--- config.mk ---
export PLATFORM = sky130hd
export DESIGN_NAME = fpcs_host
export DESIGN_NICKNAME = d
export VERILOG_FILES = /design/src/verilog/fpcs_host.v
export VERILOG_INCLUDE_DIRS = /design/src /design/src/verilog
export SDC_FILE = /design/constraint.sdc
export NUM_CORES = 1
export LEC_CHECK = 0
export BUFFER_PORTS_ARGS = -buffer_cell sky130_fd_sc_hd__buf_2
export CAP_MARGIN = 0
export CORE_MARGIN = 10
export CORE_UTILIZATION = 24
export CTS_CLUSTER_SIZE = 25
export DETAILED_ROUTE_END_ITERATION = 8
export PLACE_DENSITY = 0.37
export SYNTH_ARGS = -nofsm -noshare
export SYNTH_HDL_FRONTEND = slang
export SYNTH_SLANG_ARGS = --single-unit
--- constraint.sdc ---
create_clock -name CLK -period 3 [get_ports CLK]
set_input_delay 0.6 -clock CLK [delete_from_list [all_inputs] [get_ports CLK]]
set_output_delay 0.6 -clock CLK [all_outputs]
set_load 0.01 [all_outputs]
--- src/verilog/fpcs_defines.vh ---
// Constants for the flash protection command and status host controller
`ifndef FPCS_DEFINES_VH
`define FPCS_DEFINES_VH
// Avalon register word addresses
`define FPCS_REG_CTRL     3'h0
`define FPCS_REG_ADDR     3'h1
`define FPCS_REG_DATA     3'h2
`define FPCS_REG_STATUS   3'h3
`define FPCS_REG_RDATA    3'h4
// Command codes written to CTRL[3:0]
`define FPCS_CMD_LOCK_PROG   4'h1
`define FPCS_CMD_LOCK_ERASE  4'h2
`define FPCS_CMD_PWD_PROG    4'h3
`define FPCS_CMD_LOCK_STATUS 4'h4
`define FPCS_CMD_POLL        4'h5
`define FPCS_CMD_RESET       4'h6
`define FPCS_CMD_WRITE       4'h7
`define FPCS_CMD_READ        4'h8
// CTRL field positions
`define FPCS_CTRL_GO      4
// Lock location low address bytes
`define FPCS_LOC_SECURE   8'h1A
`define FPCS_LOC_PASSWORD 8'h0A
`define FPCS_LOC_PERSIST  8'h12
`define FPCS_LOC_SECTOR   8'h02
// Command bus values
`define FPCS_UNLOCK_A1    12'h555
`define FPCS_UNLOCK_A2    12'h2AA
`define FPCS_UNLOCK_D1    8'hAA
`define FPCS_UNLOCK_D2    8'h55
`define FPCS_OP_LOCK      8'h60
`define FPCS_OP_LOCK_PROG 8'h68
`define FPCS_OP_LOCK_VFY  8'h48
`define FPCS_OP_LOCK_ERA  8'h60
`define FPCS_OP_ERA_VFY   8'h40
`define FPCS_OP_PWD_PROG  8'h38
`define FPCS_OP_LBS       8'h58
`define FPCS_OP_IDQUERY   8'h90
`define FPCS_OP_RESET     8'hF0
// Bit positions on the data bus
`define FPCS_BIT_LOWEST   0
`define FPCS_BIT_SECOND   1
`define FPCS_BIT_TIMEOUT  5
`define FPCS_BIT_TOGGLE   6
`define FPCS_BIT_POLL     7
// Timing: 200 MHz clock, times in ns
`define FPCS_CLK_NS       5
`define FPCS_LOCK_WAIT_NS 100000
`define FPCS_PWD_WAIT_NS  2000
`define FPCS_STROBE_CYC   4'h4
`define FPCS_MAX_TRIES    8'hFF
`endif

--- src/verilog/fpcs_host.v ---
// Host controller issuing protection commands and polling status
//
// Design decisions made here: the placing of the registers and the Avalon-MM slave port.
`timescale 1ns/1ps
`include "fpcs_defines.vh"

// How it works
// Secure and password lock bytes 1A, 0A
// Persistent mode 12, sector lock 02
// Unlock cycles drive only low address/data
// Lock program verify lowest line, retry
// Wait 100 us before verify cycle
// Wait 2 us between password portions
// Password portions at word 0-3, full sequence
// Password verify returns FF once locked
// Erase-all verifies lowest line zero, retry
// Lock status on second data line
// ID query opener then reset after locking
// Polling bit inverted while programming
// Protected program busy about 1 us
// Erase polling reads 0 until done
// All-protected erase busy about 400 us
// Full data valid only on next read
// Ready/busy low while program or erase
// Toggle bit inverts each read when busy
// Toggle briefly for protected targets
// Toggle stops in erase suspend
// Recheck polling after timeout bit high
// Status valid after final write strobe
// Still toggling after timeout means fail
// No new lock command while bank busy
module fpcs_host #(
    parameter LOCK_WAIT_CYC = (`FPCS_LOCK_WAIT_NS + `FPCS_CLK_NS - 1) / `FPCS_CLK_NS
) (
    input  wire        CLK,           // 200 MHz clock
    input  wire        RST_N,         // Synchronous reset, active low
    input  wire [2:0]  AVS_ADDRESS,   // Avalon word address
    input  wire        AVS_READ,      // Avalon read
    input  wire        AVS_WRITE,     // Avalon write
    input  wire [31:0] AVS_WRITEDATA, // Avalon write data
    output reg  [31:0] AVS_READDATA,  // Avalon read data
    output wire        AVS_WAITREQUEST, // Avalon wait
    output reg  [22:0] FL_ADDR,       // Flash address
    output reg  [15:0] FL_DQ_OUT,     // Flash data out
    output reg         FL_DQ_OE_N,    // Flash data drive, low drives
    input  wire [15:0] FL_DQ_IN,      // Flash data in
    output reg         FL_WE_N,       // Flash write strobe
    output reg         FL_OE_N,       // Flash output strobe
    output reg         FL_CE_N,       // Flash chip enable
    input  wire        FL_READY_BUSY  // Ready/busy line after pull-up
);
    localparam [31:0] PWD_WAIT_CYC = (`FPCS_PWD_WAIT_NS + `FPCS_CLK_NS - 1) / `FPCS_CLK_NS;
    // Sized copy, so the wait load below is a deliberate part-select
    localparam [31:0] LOCK_WAIT_32 = LOCK_WAIT_CYC;
    // Exit steps issued before a lock program retry
    localparam STEP_EXIT     = 4'h6;
    localparam STEP_EXIT_END = 4'h9;

    localparam S_IDLE  = 3'h0;
    localparam S_WR    = 3'h1;
    localparam S_RD    = 3'h2;
    localparam S_WAIT  = 3'h3;
    localparam S_NEXT  = 3'h4;
    localparam S_DONE  = 3'h5;

    reg [2:0]  state;
    reg [3:0]  cmd;
    reg [22:0] base_addr;
    reg [15:0] wdata;
    reg [3:0]  step;
    reg [3:0]  phase;
    reg [24:0] wait_cnt;
    reg [7:0]  tries;
    reg        busy;
    reg        fail;
    reg        done;
    reg [15:0] rdata;
    reg [15:0] prev_rd;
    reg        have_prev;
    reg        timeout_seen;
    // High in the second cycle of a read, when read data stands
    reg        rd_ready;

    // Cycle table for the current step
    reg        c_wr;
    reg        c_last;
    reg [22:0] c_addr;
    reg [7:0]  c_data;
    reg [24:0] c_wait;
    reg [22:0] lock_addr;

    // Read data is registered: one wait cycle lets it stand at the
    // edge where the master sees waitrequest low; writes never wait
    assign AVS_WAITREQUEST = AVS_READ && !rd_ready;

    always @* begin
        lock_addr = base_addr;
        c_wr = 1'b1;
        c_last = 1'b0;
        c_wait = 25'h0;
        c_addr = {11'h0, `FPCS_UNLOCK_A1};
        c_data = `FPCS_UNLOCK_D1;
        if (step == 4'h1) begin
            c_addr = {11'h0, `FPCS_UNLOCK_A2};
            c_data = `FPCS_UNLOCK_D2;
        end
        case (cmd)
        `FPCS_CMD_LOCK_PROG: begin
            // Low byte picks which lock bit
            case (step)
            4'h2: c_data = `FPCS_OP_LOCK;
            4'h3: begin
                c_addr = lock_addr;
                c_data = `FPCS_OP_LOCK_PROG;
                c_wait = LOCK_WAIT_32[24:0];
            end
            4'h4: begin
                c_addr = lock_addr;
                c_data = `FPCS_OP_LOCK_VFY;
            end
            4'h5: begin
                c_addr = lock_addr;
                c_wr = 1'b0;
                c_last = 1'b1;
            end
            // Exit before a retry; step 6 is the default opener
            4'h7: begin
                c_addr = {11'h0, `FPCS_UNLOCK_A2};
                c_data = `FPCS_UNLOCK_D2;
            end
            4'h8: c_data = `FPCS_OP_IDQUERY;
            STEP_EXIT_END: c_data = `FPCS_OP_RESET;
            default: ;
            endcase
        end
        `FPCS_CMD_LOCK_ERASE: begin
            case (step)
            4'h2: c_data = `FPCS_OP_LOCK;
            4'h3: begin
                c_addr = {base_addr[22:8], `FPCS_LOC_SECTOR};
                c_data = `FPCS_OP_LOCK_ERA;
                c_wait = LOCK_WAIT_32[24:0];
            end
            4'h4: begin
                c_addr = base_addr;
                c_data = `FPCS_OP_ERA_VFY;
            end
            4'h5: begin
                c_addr = {base_addr[22:8], `FPCS_LOC_SECTOR};
                c_wr = 1'b0;
                c_last = 1'b1;
            end
            default: ;
            endcase
        end
        `FPCS_CMD_PWD_PROG: begin
            case (step)
            4'h2: c_data = `FPCS_OP_PWD_PROG;
            4'h3: begin
                c_addr = {21'h0, base_addr[1:0]};
                c_data = wdata[7:0];
                c_wait = PWD_WAIT_CYC[24:0];
                c_last = 1'b1;
            end
            default: ;
            endcase
        end
        `FPCS_CMD_LOCK_STATUS: begin
            case (step)
            4'h2: c_data = `FPCS_OP_LBS;
            4'h3: begin
                c_addr = base_addr;
                c_wr = 1'b0;
                c_last = 1'b1;
            end
            default: ;
            endcase
        end
        `FPCS_CMD_RESET: begin
            // ID query opener then reset
            case (step)
            4'h2: c_data = `FPCS_OP_IDQUERY;
            4'h3: begin
                c_data = `FPCS_OP_RESET;
                c_last = 1'b1;
            end
            default: ;
            endcase
        end
        `FPCS_CMD_WRITE: begin
            c_addr = base_addr;
            c_data = wdata[7:0];
            c_last = 1'b1;
        end
        default: begin
            // Single read, also used for status polling
            c_addr = base_addr;
            c_wr = 1'b0;
            c_last = 1'b1;
        end
        endcase
    end

    always @(posedge CLK) begin
        if (!RST_N) begin
            state <= S_IDLE;
            cmd <= 4'h0;
            base_addr <= 23'h0;
            wdata <= 16'h0;
            step <= 4'h0;
            phase <= 4'h0;
            wait_cnt <= 25'h0;
            tries <= 8'h0;
            busy <= 1'b0;
            fail <= 1'b0;
            done <= 1'b0;
            rdata <= 16'h0;
            prev_rd <= 16'h0;
            have_prev <= 1'b0;
            timeout_seen <= 1'b0;
            FL_ADDR <= 23'h0;
            FL_DQ_OUT <= 16'h0;
            FL_DQ_OE_N <= 1'b1;
            FL_WE_N <= 1'b1;
            FL_OE_N <= 1'b1;
            FL_CE_N <= 1'b1;
            AVS_READDATA <= 32'h0;
            rd_ready <= 1'b0;
        end else begin
            // Alternates so every read gets exactly one wait cycle
            rd_ready <= AVS_READ && !rd_ready;
            if (AVS_READ) begin
                case (AVS_ADDRESS)
                `FPCS_REG_CTRL:   AVS_READDATA <= {28'h0, cmd};
                `FPCS_REG_ADDR:   AVS_READDATA <= {9'h0, base_addr};
                `FPCS_REG_DATA:   AVS_READDATA <= {16'h0, wdata};
                `FPCS_REG_STATUS: AVS_READDATA <= {20'h0, tries, 1'b0, fail, done, busy};
                `FPCS_REG_RDATA:  AVS_READDATA <= {16'h0, rdata};
                default:          AVS_READDATA <= 32'h0;
                endcase
            end
            if (AVS_WRITE && AVS_ADDRESS == `FPCS_REG_ADDR && !busy)
                base_addr <= AVS_WRITEDATA[22:0];
            if (AVS_WRITE && AVS_ADDRESS == `FPCS_REG_DATA && !busy)
                wdata <= AVS_WRITEDATA[15:0];
            case (state)
            S_IDLE: begin
                // New orders only while idle
                if (AVS_WRITE && AVS_ADDRESS == `FPCS_REG_CTRL &&
                    AVS_WRITEDATA[`FPCS_CTRL_GO]) begin
                    cmd <= AVS_WRITEDATA[3:0];
                    step <= 4'h0;
                    phase <= 4'h0;
                    tries <= 8'h0;
                    busy <= 1'b1;
                    done <= 1'b0;
                    fail <= 1'b0;
                    have_prev <= 1'b0;
                    timeout_seen <= 1'b0;
                    state <= (AVS_WRITEDATA[3:0] == `FPCS_CMD_WRITE ||
                              AVS_WRITEDATA[3:0] <= `FPCS_CMD_LOCK_STATUS ||
                              AVS_WRITEDATA[3:0] == `FPCS_CMD_RESET) ? S_WR : S_RD;
                end
            end
            S_WR, S_RD: begin
                // Strobe held STROBE_CYC cycles; rising edge latches data
                FL_ADDR <= c_addr;
                FL_CE_N <= 1'b0;
                FL_DQ_OUT <= {8'h0, c_data};
                FL_DQ_OE_N <= !c_wr;
                phase <= phase + 4'h1;
                if (phase == 4'h0) begin
                    FL_WE_N <= !c_wr;
                    FL_OE_N <= c_wr;
                end else if (phase == `FPCS_STROBE_CYC) begin
                    FL_WE_N <= 1'b1;
                    FL_OE_N <= 1'b1;
                    FL_DQ_OE_N <= 1'b1;
                    if (!c_wr)
                        rdata <= FL_DQ_IN;
                    phase <= 4'h0;
                    wait_cnt <= c_wait;
                    state <= S_WAIT;
                end
            end
            S_WAIT: begin
                FL_CE_N <= 1'b1;
                if (wait_cnt != 25'h0)
                    wait_cnt <= wait_cnt - 25'h1;
                else
                    state <= S_NEXT;
            end
            S_NEXT: begin
                if (!c_last) begin
                    // Exit steps wrap back to a fresh sequence
                    step <= (step == STEP_EXIT_END) ? 4'h0 : step + 4'h1;
                    state <= c_wr ? S_WR : S_RD;
                end else if (cmd == `FPCS_CMD_LOCK_PROG &&
                             !rdata[`FPCS_BIT_LOWEST]) begin
                    tries <= tries + 8'h1;
                    step <= STEP_EXIT;
                    fail <= (tries == `FPCS_MAX_TRIES);
                    state <= (tries == `FPCS_MAX_TRIES) ? S_DONE : S_WR;
                end else if (cmd == `FPCS_CMD_LOCK_ERASE &&
                             rdata[`FPCS_BIT_LOWEST]) begin
                    tries <= tries + 8'h1;
                    step <= 4'h0;
                    fail <= (tries == `FPCS_MAX_TRIES);
                    state <= (tries == `FPCS_MAX_TRIES) ? S_DONE : S_WR;
                end else if (cmd == `FPCS_CMD_POLL) begin
                    // Toggle compare; a read after the stop gives true data
                    //
                    prev_rd <= rdata;
                    have_prev <= 1'b1;
                    if (rdata[`FPCS_BIT_TIMEOUT])
                        timeout_seen <= 1'b1;
                    if (have_prev && prev_rd[`FPCS_BIT_TOGGLE] == rdata[`FPCS_BIT_TOGGLE]
                        && FL_READY_BUSY) begin
                        state <= S_DONE;
                    end else if (have_prev && timeout_seen) begin
                        // Recheck after timeout, still toggling: fail
                        //
                        fail <= 1'b1;
                        cmd <= `FPCS_CMD_RESET;
                        // Reset command alone returns the bank to reads
                        step <= 4'h3;
                        state <= S_WR;
                    end else begin
                        state <= S_RD;
                    end
                end else begin
                    state <= S_DONE;
                end
            end
            S_DONE: begin
                busy <= 1'b0;
                done <= 1'b1;
                state <= S_IDLE;
            end
            default: state <= S_IDLE;
            endcase
        end
    end
endmodule // fpcs_host

== Word-level counts from Yosys, hierarchy flattened ==
Index checks and enable logic that the tools add are counted.

* Output and inout bits: 76
* Word-level logic and storage cells: 221
* Flip-flop bits (word level): 183

* Add/subtract/negate cells: 4
* Reductions and logical operators: 47
* Mux-type cells: 94
* Order comparisons: 1
* Eq/ne operators: 48
* Bitwise operators: 4

{| class="wikitable"
|+ Operators with widths
! kind !! number
|-
| 23-bit case mux with 5 select lines || 2
|-
| 8-bit case mux with 6 select lines || 2
|-
| 23-bit case mux with 2 select lines || 2
|-
| 25-bit 2-to-1 mux || 3
|-
| 4-bit 2-to-1 mux || 17
|-
| 8-bit case mux with 2 select lines || 4
|-
| 25-bit case mux with 2 select lines || 1
|-
| 8-bit 2-to-1 mux || 6
|-
| 23-bit 2-to-1 mux || 2
|-
| 4-bit by 3-bit == test with 1-bit output (second input constant) || 10
|-
| 3-bit 2-to-1 mux || 10
|-
| 15-bit case mux with 2 select lines || 1
|-
| 1-bit 2-to-1 mux || 26
|-
| 25-bit nonzero test || 1
|-
| 25-bit by 1-bit subtractor with 25-bit output (second input constant) || 1
|-
| 2-bit inequality test (second input constant) || 12
|-
| 4-bit case mux with 2 select lines || 3
|-
| 4-bit by 2-bit == test with 1-bit output (second input constant) || 4
|-
| 4-bit AND reduction || 4
|-
| 15-bit 2-to-1 mux || 1
|-
| 5-bit inequality test (second input constant) || 3
|-
| 1-bit case mux with 2 select lines || 7
|-
| 3-bit by 2-bit == test with 1-bit output (second input constant) || 4
|-
| 1-bit logical AND || 12
|-
| 29 further kinds || 60
|}

== Depth between registers and ports, before layout ==
* Depth in word-level cells: 9
* Gate-level depth with buffers: 8

== Worst setup path before layout ==
Ideal clock, no wire load.

* Kind: input port to flip-flop
* From: in AVS_ADDRESS[0]
* To: reg tries[2]
* Library setup time: 0.072 ns
* Path buffers: 1
* Stages: 6
* Slack: 0.868 ns
* Data arrival time: 2.060 ns
* Cell sequence: buf_2 -> nor4b_2 -> and2_1 -> o21ai_0 -> a2111oi_1 -> mux2i_1

* Word-level cells in the longest chain between the ends: 5

{| class="wikitable"
|+ RTL lines
! what !! RTL line !! RTL
|-
| from (decl) || fpcs_host.v:37 || <nowiki>input wire [2:0] AVS_ADDRESS,</nowiki>
|-
| 3-bit logical NOT || n/a ||
|-
| 1-bit logical AND (no line) || n/a ||
|-
| 1-bit logical AND || fpcs_host.v:249 || <nowiki>if (AVS_WRITE && AVS_ADDRESS == `FPCS_REG_CTRL &&</nowiki>
|-
| 2-bit inequality test (no line) || n/a ||
|-
| 4-bit AND reduction (no line) || n/a ||
|-
| to (signal assigned) || fpcs_host.v:300 || <nowiki>tries <= tries + 8'h1;</nowiki>
|-
| to (signal assigned) || fpcs_host.v:306 || <nowiki>tries <= tries + 8'h1;</nowiki>
|-
| to (decl) || fpcs_host.v:73 || <nowiki>reg [7:0] tries;</nowiki>
|}

No other way between the ends.
A chain may end at the register's enable or synchronous reset.

== Final worst setup path ==
* From: reg cmd[2]
* To: reg FL_ADDR[21]

* Word-level cells in the longest chain between the ends: 2
* Elaborated cells on any way between the ends: 6

{| class="wikitable"
|+ RTL lines
! what !! RTL line !! RTL
|-
| from (decl) || fpcs_host.v:67 || <nowiki>reg [3:0] cmd;</nowiki>
|-
| from (signal assigned) || fpcs_host.v:251 || <nowiki>cmd <= AVS_WRITEDATA[3:0];</nowiki>
|-
| from (signal assigned) || fpcs_host.v:324 || <nowiki>cmd <= `FPCS_CMD_RESET;</nowiki>
|-
| 4-bit by 3-bit == test with 1-bit output, or another cell as far along || fpcs_host.v:107 || <nowiki>case (cmd)</nowiki>
|-
| 23-bit case mux with 5 select lines * || fpcs_host.v:107 ||
|-
| to (signal assigned) || fpcs_host.v:267 || <nowiki>FL_ADDR <= c_addr;</nowiki>
|-
| to (decl) || fpcs_host.v:43 || <nowiki>output reg [22:0] FL_ADDR,</nowiki>
|}

Every way passes the cells marked *; elsewhere a longest branch is shown, timed or not.

==> flow_summary.toml <==
[route]
via_per_inst = 5.07
postRouteAntennaNets = 0
avgRoutedWirePerCell_um = 20.3
routed_wl_mm = 37.2
num_vias = 9274
drt_iter0_markers = 651
drt_first_pass_iters = 5
drc = 0

[sta]
maxSlewViolCount = 0
timing.hold.ws_ps = 382
skew_ps = 11.2
slew_headroom_pct = 47.9
worst_pin_slew_ps = 771
setup_viol = 0
finalHoldViolCount = 0
period_share_pct = 86.4
fmax_ghz = 0.386
rsz0062_at_grt = "no"
finalCriticalPeriod_ps = 2590
layout_setup_ws_ps = 408
setup_tns_ps = 0

[logic_synthesis]
ys_seq_elements = 168
synthTopCellsByArea = "dfxtp_1 (36%), nand2_1 (7.5%), a21oi_1 (6.2%)"
synth_flop_cell = "dfxtp_1"
yosysTopAreaCellShare_pct = 36.3
netlist_area_mm2 = 0.00925
synth_cell_types = 89
syn_inst = 1188
synth.most_common_cell = "nand2_1"
ys_async_sr_fraction_pct = 0
synth_edf_count = 0
avgSynthCellArea_um2 = 7.79
synth_top_cell_by_area = "dfxtp_1"
ys_warn_count = 0
yosys-top-cells-count = "nand2_1 (184), dfxtp_1 (168), a21oi_1 (115)"
ys_seq_area_share_pct = 36.3

[global_routing]
grtUsageMet2_pct = 25.5
grt_usage_pct = 15.7
antenna_found_initial = 6
use_met3_pct = 3.30
grt_max_degree = 39
first_global_vias = 9020
grt_pass1_wl_mm = 57.2
grt_overflow = 0
top_usage_layer = "met2"
grt_use_met1_pct = 20.8

[critical_path]
cpMostUsedCell = "buf_4"
required_ps = 3380
start_kind = "register"
r2r_start = "cmd[2]"
crit_path_cell_trace = "buf_4 -> nor4b_1 -> nand3_1 -> a31oi_1 -> buf_4 -> a22oi_1 -> nor2_1"
arrival_ps = 2970
r2r_slack_ps = 410
cpPeakStageDelay_ps = 660
critPathMaxFanout = 12
worst-r2r-cell-count = 7
cp-end-kind = "register"
r2r-end = "FL_ADDR[21]"
crit_slowest_cell = "dfxtp_1"
path_class = "register to register"

[status]
status = "finished clean"

[power_and_ir_drop]
p_sw_mw = 1.40
seqPwrFrac_pct = 46.0
p_comb_share_pct = 9.4
clkPwrFrac_pct = 44.6
total_power_mw = 5.04
power_density_mw_per_mm2 = 449
switching_share_pct = 27.7
ir_drop_v = 0.000364
p_int_mw = 3.65
p_leak_nw = 4.15

[clock_network]
cts.sink_count = 168
clk_latency_ps = 450
cts_buffers = 17
clk_pin_slew_worst_paths_ps = 70
root_buffer = "clkbuf_16"
cts_hold_buf = 0
post_cts_buffers = 0
htree_levels = 4
cts.path.max_buffers = 2
cts_resized = 0
cts_tree = "yes"

[layout]
syn_to_final_growth_pct = 21.4
final_core_util_pct = 29.7
fin_nets = 1363
drive_above_1_share_pct = 19.1
nFillCells = 4214

[min_path]
hold_path_depth = 3
holdCritStartpoint = "AVS_WRITEDATA[16]"
holdPathEnd = "base_addr[16]"
min_path_type = "input pin to register"

[run]
drv_cap = 0

[floorplan]
start_util_pct = 24.4
num_rows = 71
fp.dieH_um = 216
die_area_mm2 = 0.0468
core_area_mm2 = 0.0378
io_pins = 132
die-width_um = 216

[placed_design]
gp_congestion = 0.864
dp_slack_ps = 488
dpl.hpwl_mm = 28.3
io_buffer_count = 105
layout by cell type (no fill, tap or decap), drive strengths merged, types with 10 or more instances in the layout:
cell type	netlist	final
a21o	17	17
a21oi	116	116
a22oi	36	36
a31oi	12	12
and2	11	11
buf	44	189
clkbuf	65	19
conb	1	17
dfxtp	168	168
inv	23	29
mux2i	37	37
nand2	184	184
nand2b	12	12
nand3	36	36
nor2	90	90
nor2b	28	28
nor3	15	15
o211ai	19	19
o21ai	64	64
o221ai	11	11
o22ai	19	19
o31ai	12	12
or3	10	10
layout make-up:
type | count | area, µm² | area share (%)
well taps | 511 | 639 | 5.69
diodes | 1 | 2.50 | 0.0223
repair buffers | 189 | 1180 | 10.5
inverters | 23 | 87.6 | 0.780
clock buffers | 19 | 453 | 4.03
multi-input cells | 904 | 5370 | 47.8
flip-flops and latches | 168 | 3360 | 29.9
clock inverters | 13 | 130 | 1.16
registers in the layout (all words and copies together) (netlist names), 3 cells and up:
| register | flops |
|---|---|
| step | 4 |
| phase | 4 |
| wdata | 16 |
| wait_cnt | 25 |
| FL_ADDR | 23 |
| state | 3 |
| base_addr | 23 |
| tries | 8 |
| cmd | 4 |
| AVS_READDATA | 23 |
| FL_DQ_OUT | 8 |
| rdata | 16 |
through the flow:
step | cell area, µm² | std cells
2_1_floorplan | 9310 | 1204
3_3_place_gp | 10600 | 1795
3_5_place_dp | 10600 | 1795
4_1_cts | 11200 | 1827
5_1_grt | 11200 | 1827
6_report | 11200 | 1828
how the worst max path moves through the flow:
stage	startpoint	endpoint	slack (ps)	cells after the start
after global routing	cmd[2]	FL_ADDR[18]	240	7
after global placement	step[1]	FL_ADDR[6]	480	7
after detailed placement	cmd[2]	tries[4]	490	5
final	cmd[2]	FL_ADDR[21]	410	7
after floorplan	AVS_ADDRESS[0]	tries[2]	870	6
after CTS	cmd[2]	tries[4]	460	5
metal layers:
layer	vias up	wire, µm	part of all wire, %
met4	8	421	1.1
li1	4531	-	-
met2	199	17600	47
met5	-	54	0.15
met3	27	1690	4.6
met1	4509	17400	47
worst max-delay path: cells and delay by family, from the launching register on:
kind	cells	cell delay [ps]
flip-flops	1	660
buffers and inverters	2	510
AO/OA/AOI/OAI	2	410
AND/OR/NAND/NOR	3	950
power by group through the flow:
| stage | registers, mW | clock network (mW) | logic (mW) |
|---|---|---|---|
| after floorplan | 2.36 | 0 | 0.281 |
| after global placement | 2.37 | 0 | 0.478 |
| after detailed placement | 2.37 | 0 | 0.478 |
| after CTS | 2.32 | 2.32 | 0.480 |
| after global routing | 2.32 | 2.41 | 0.525 |
| final | 2.32 | 2.25 | 0.475 |
logic make-up after synthesis:
logic type | count (synthesis) | share of synthesized area, %
AND/OR/NAND/NOR | 457 | 24.4
AO/OA/AOI/OAI | 373 | 26.5
flip-flops | 168 | 36.3
buffers and inverters | 132 | 6.41
multiplexers | 41 | 4.62
XOR/XNOR | 12 | 1.14
adder cells (fa/ha/maj) | 4 | 0.541
other | 1 | 0.0405
Note: power is estimated with default switching activity, not from simulation.
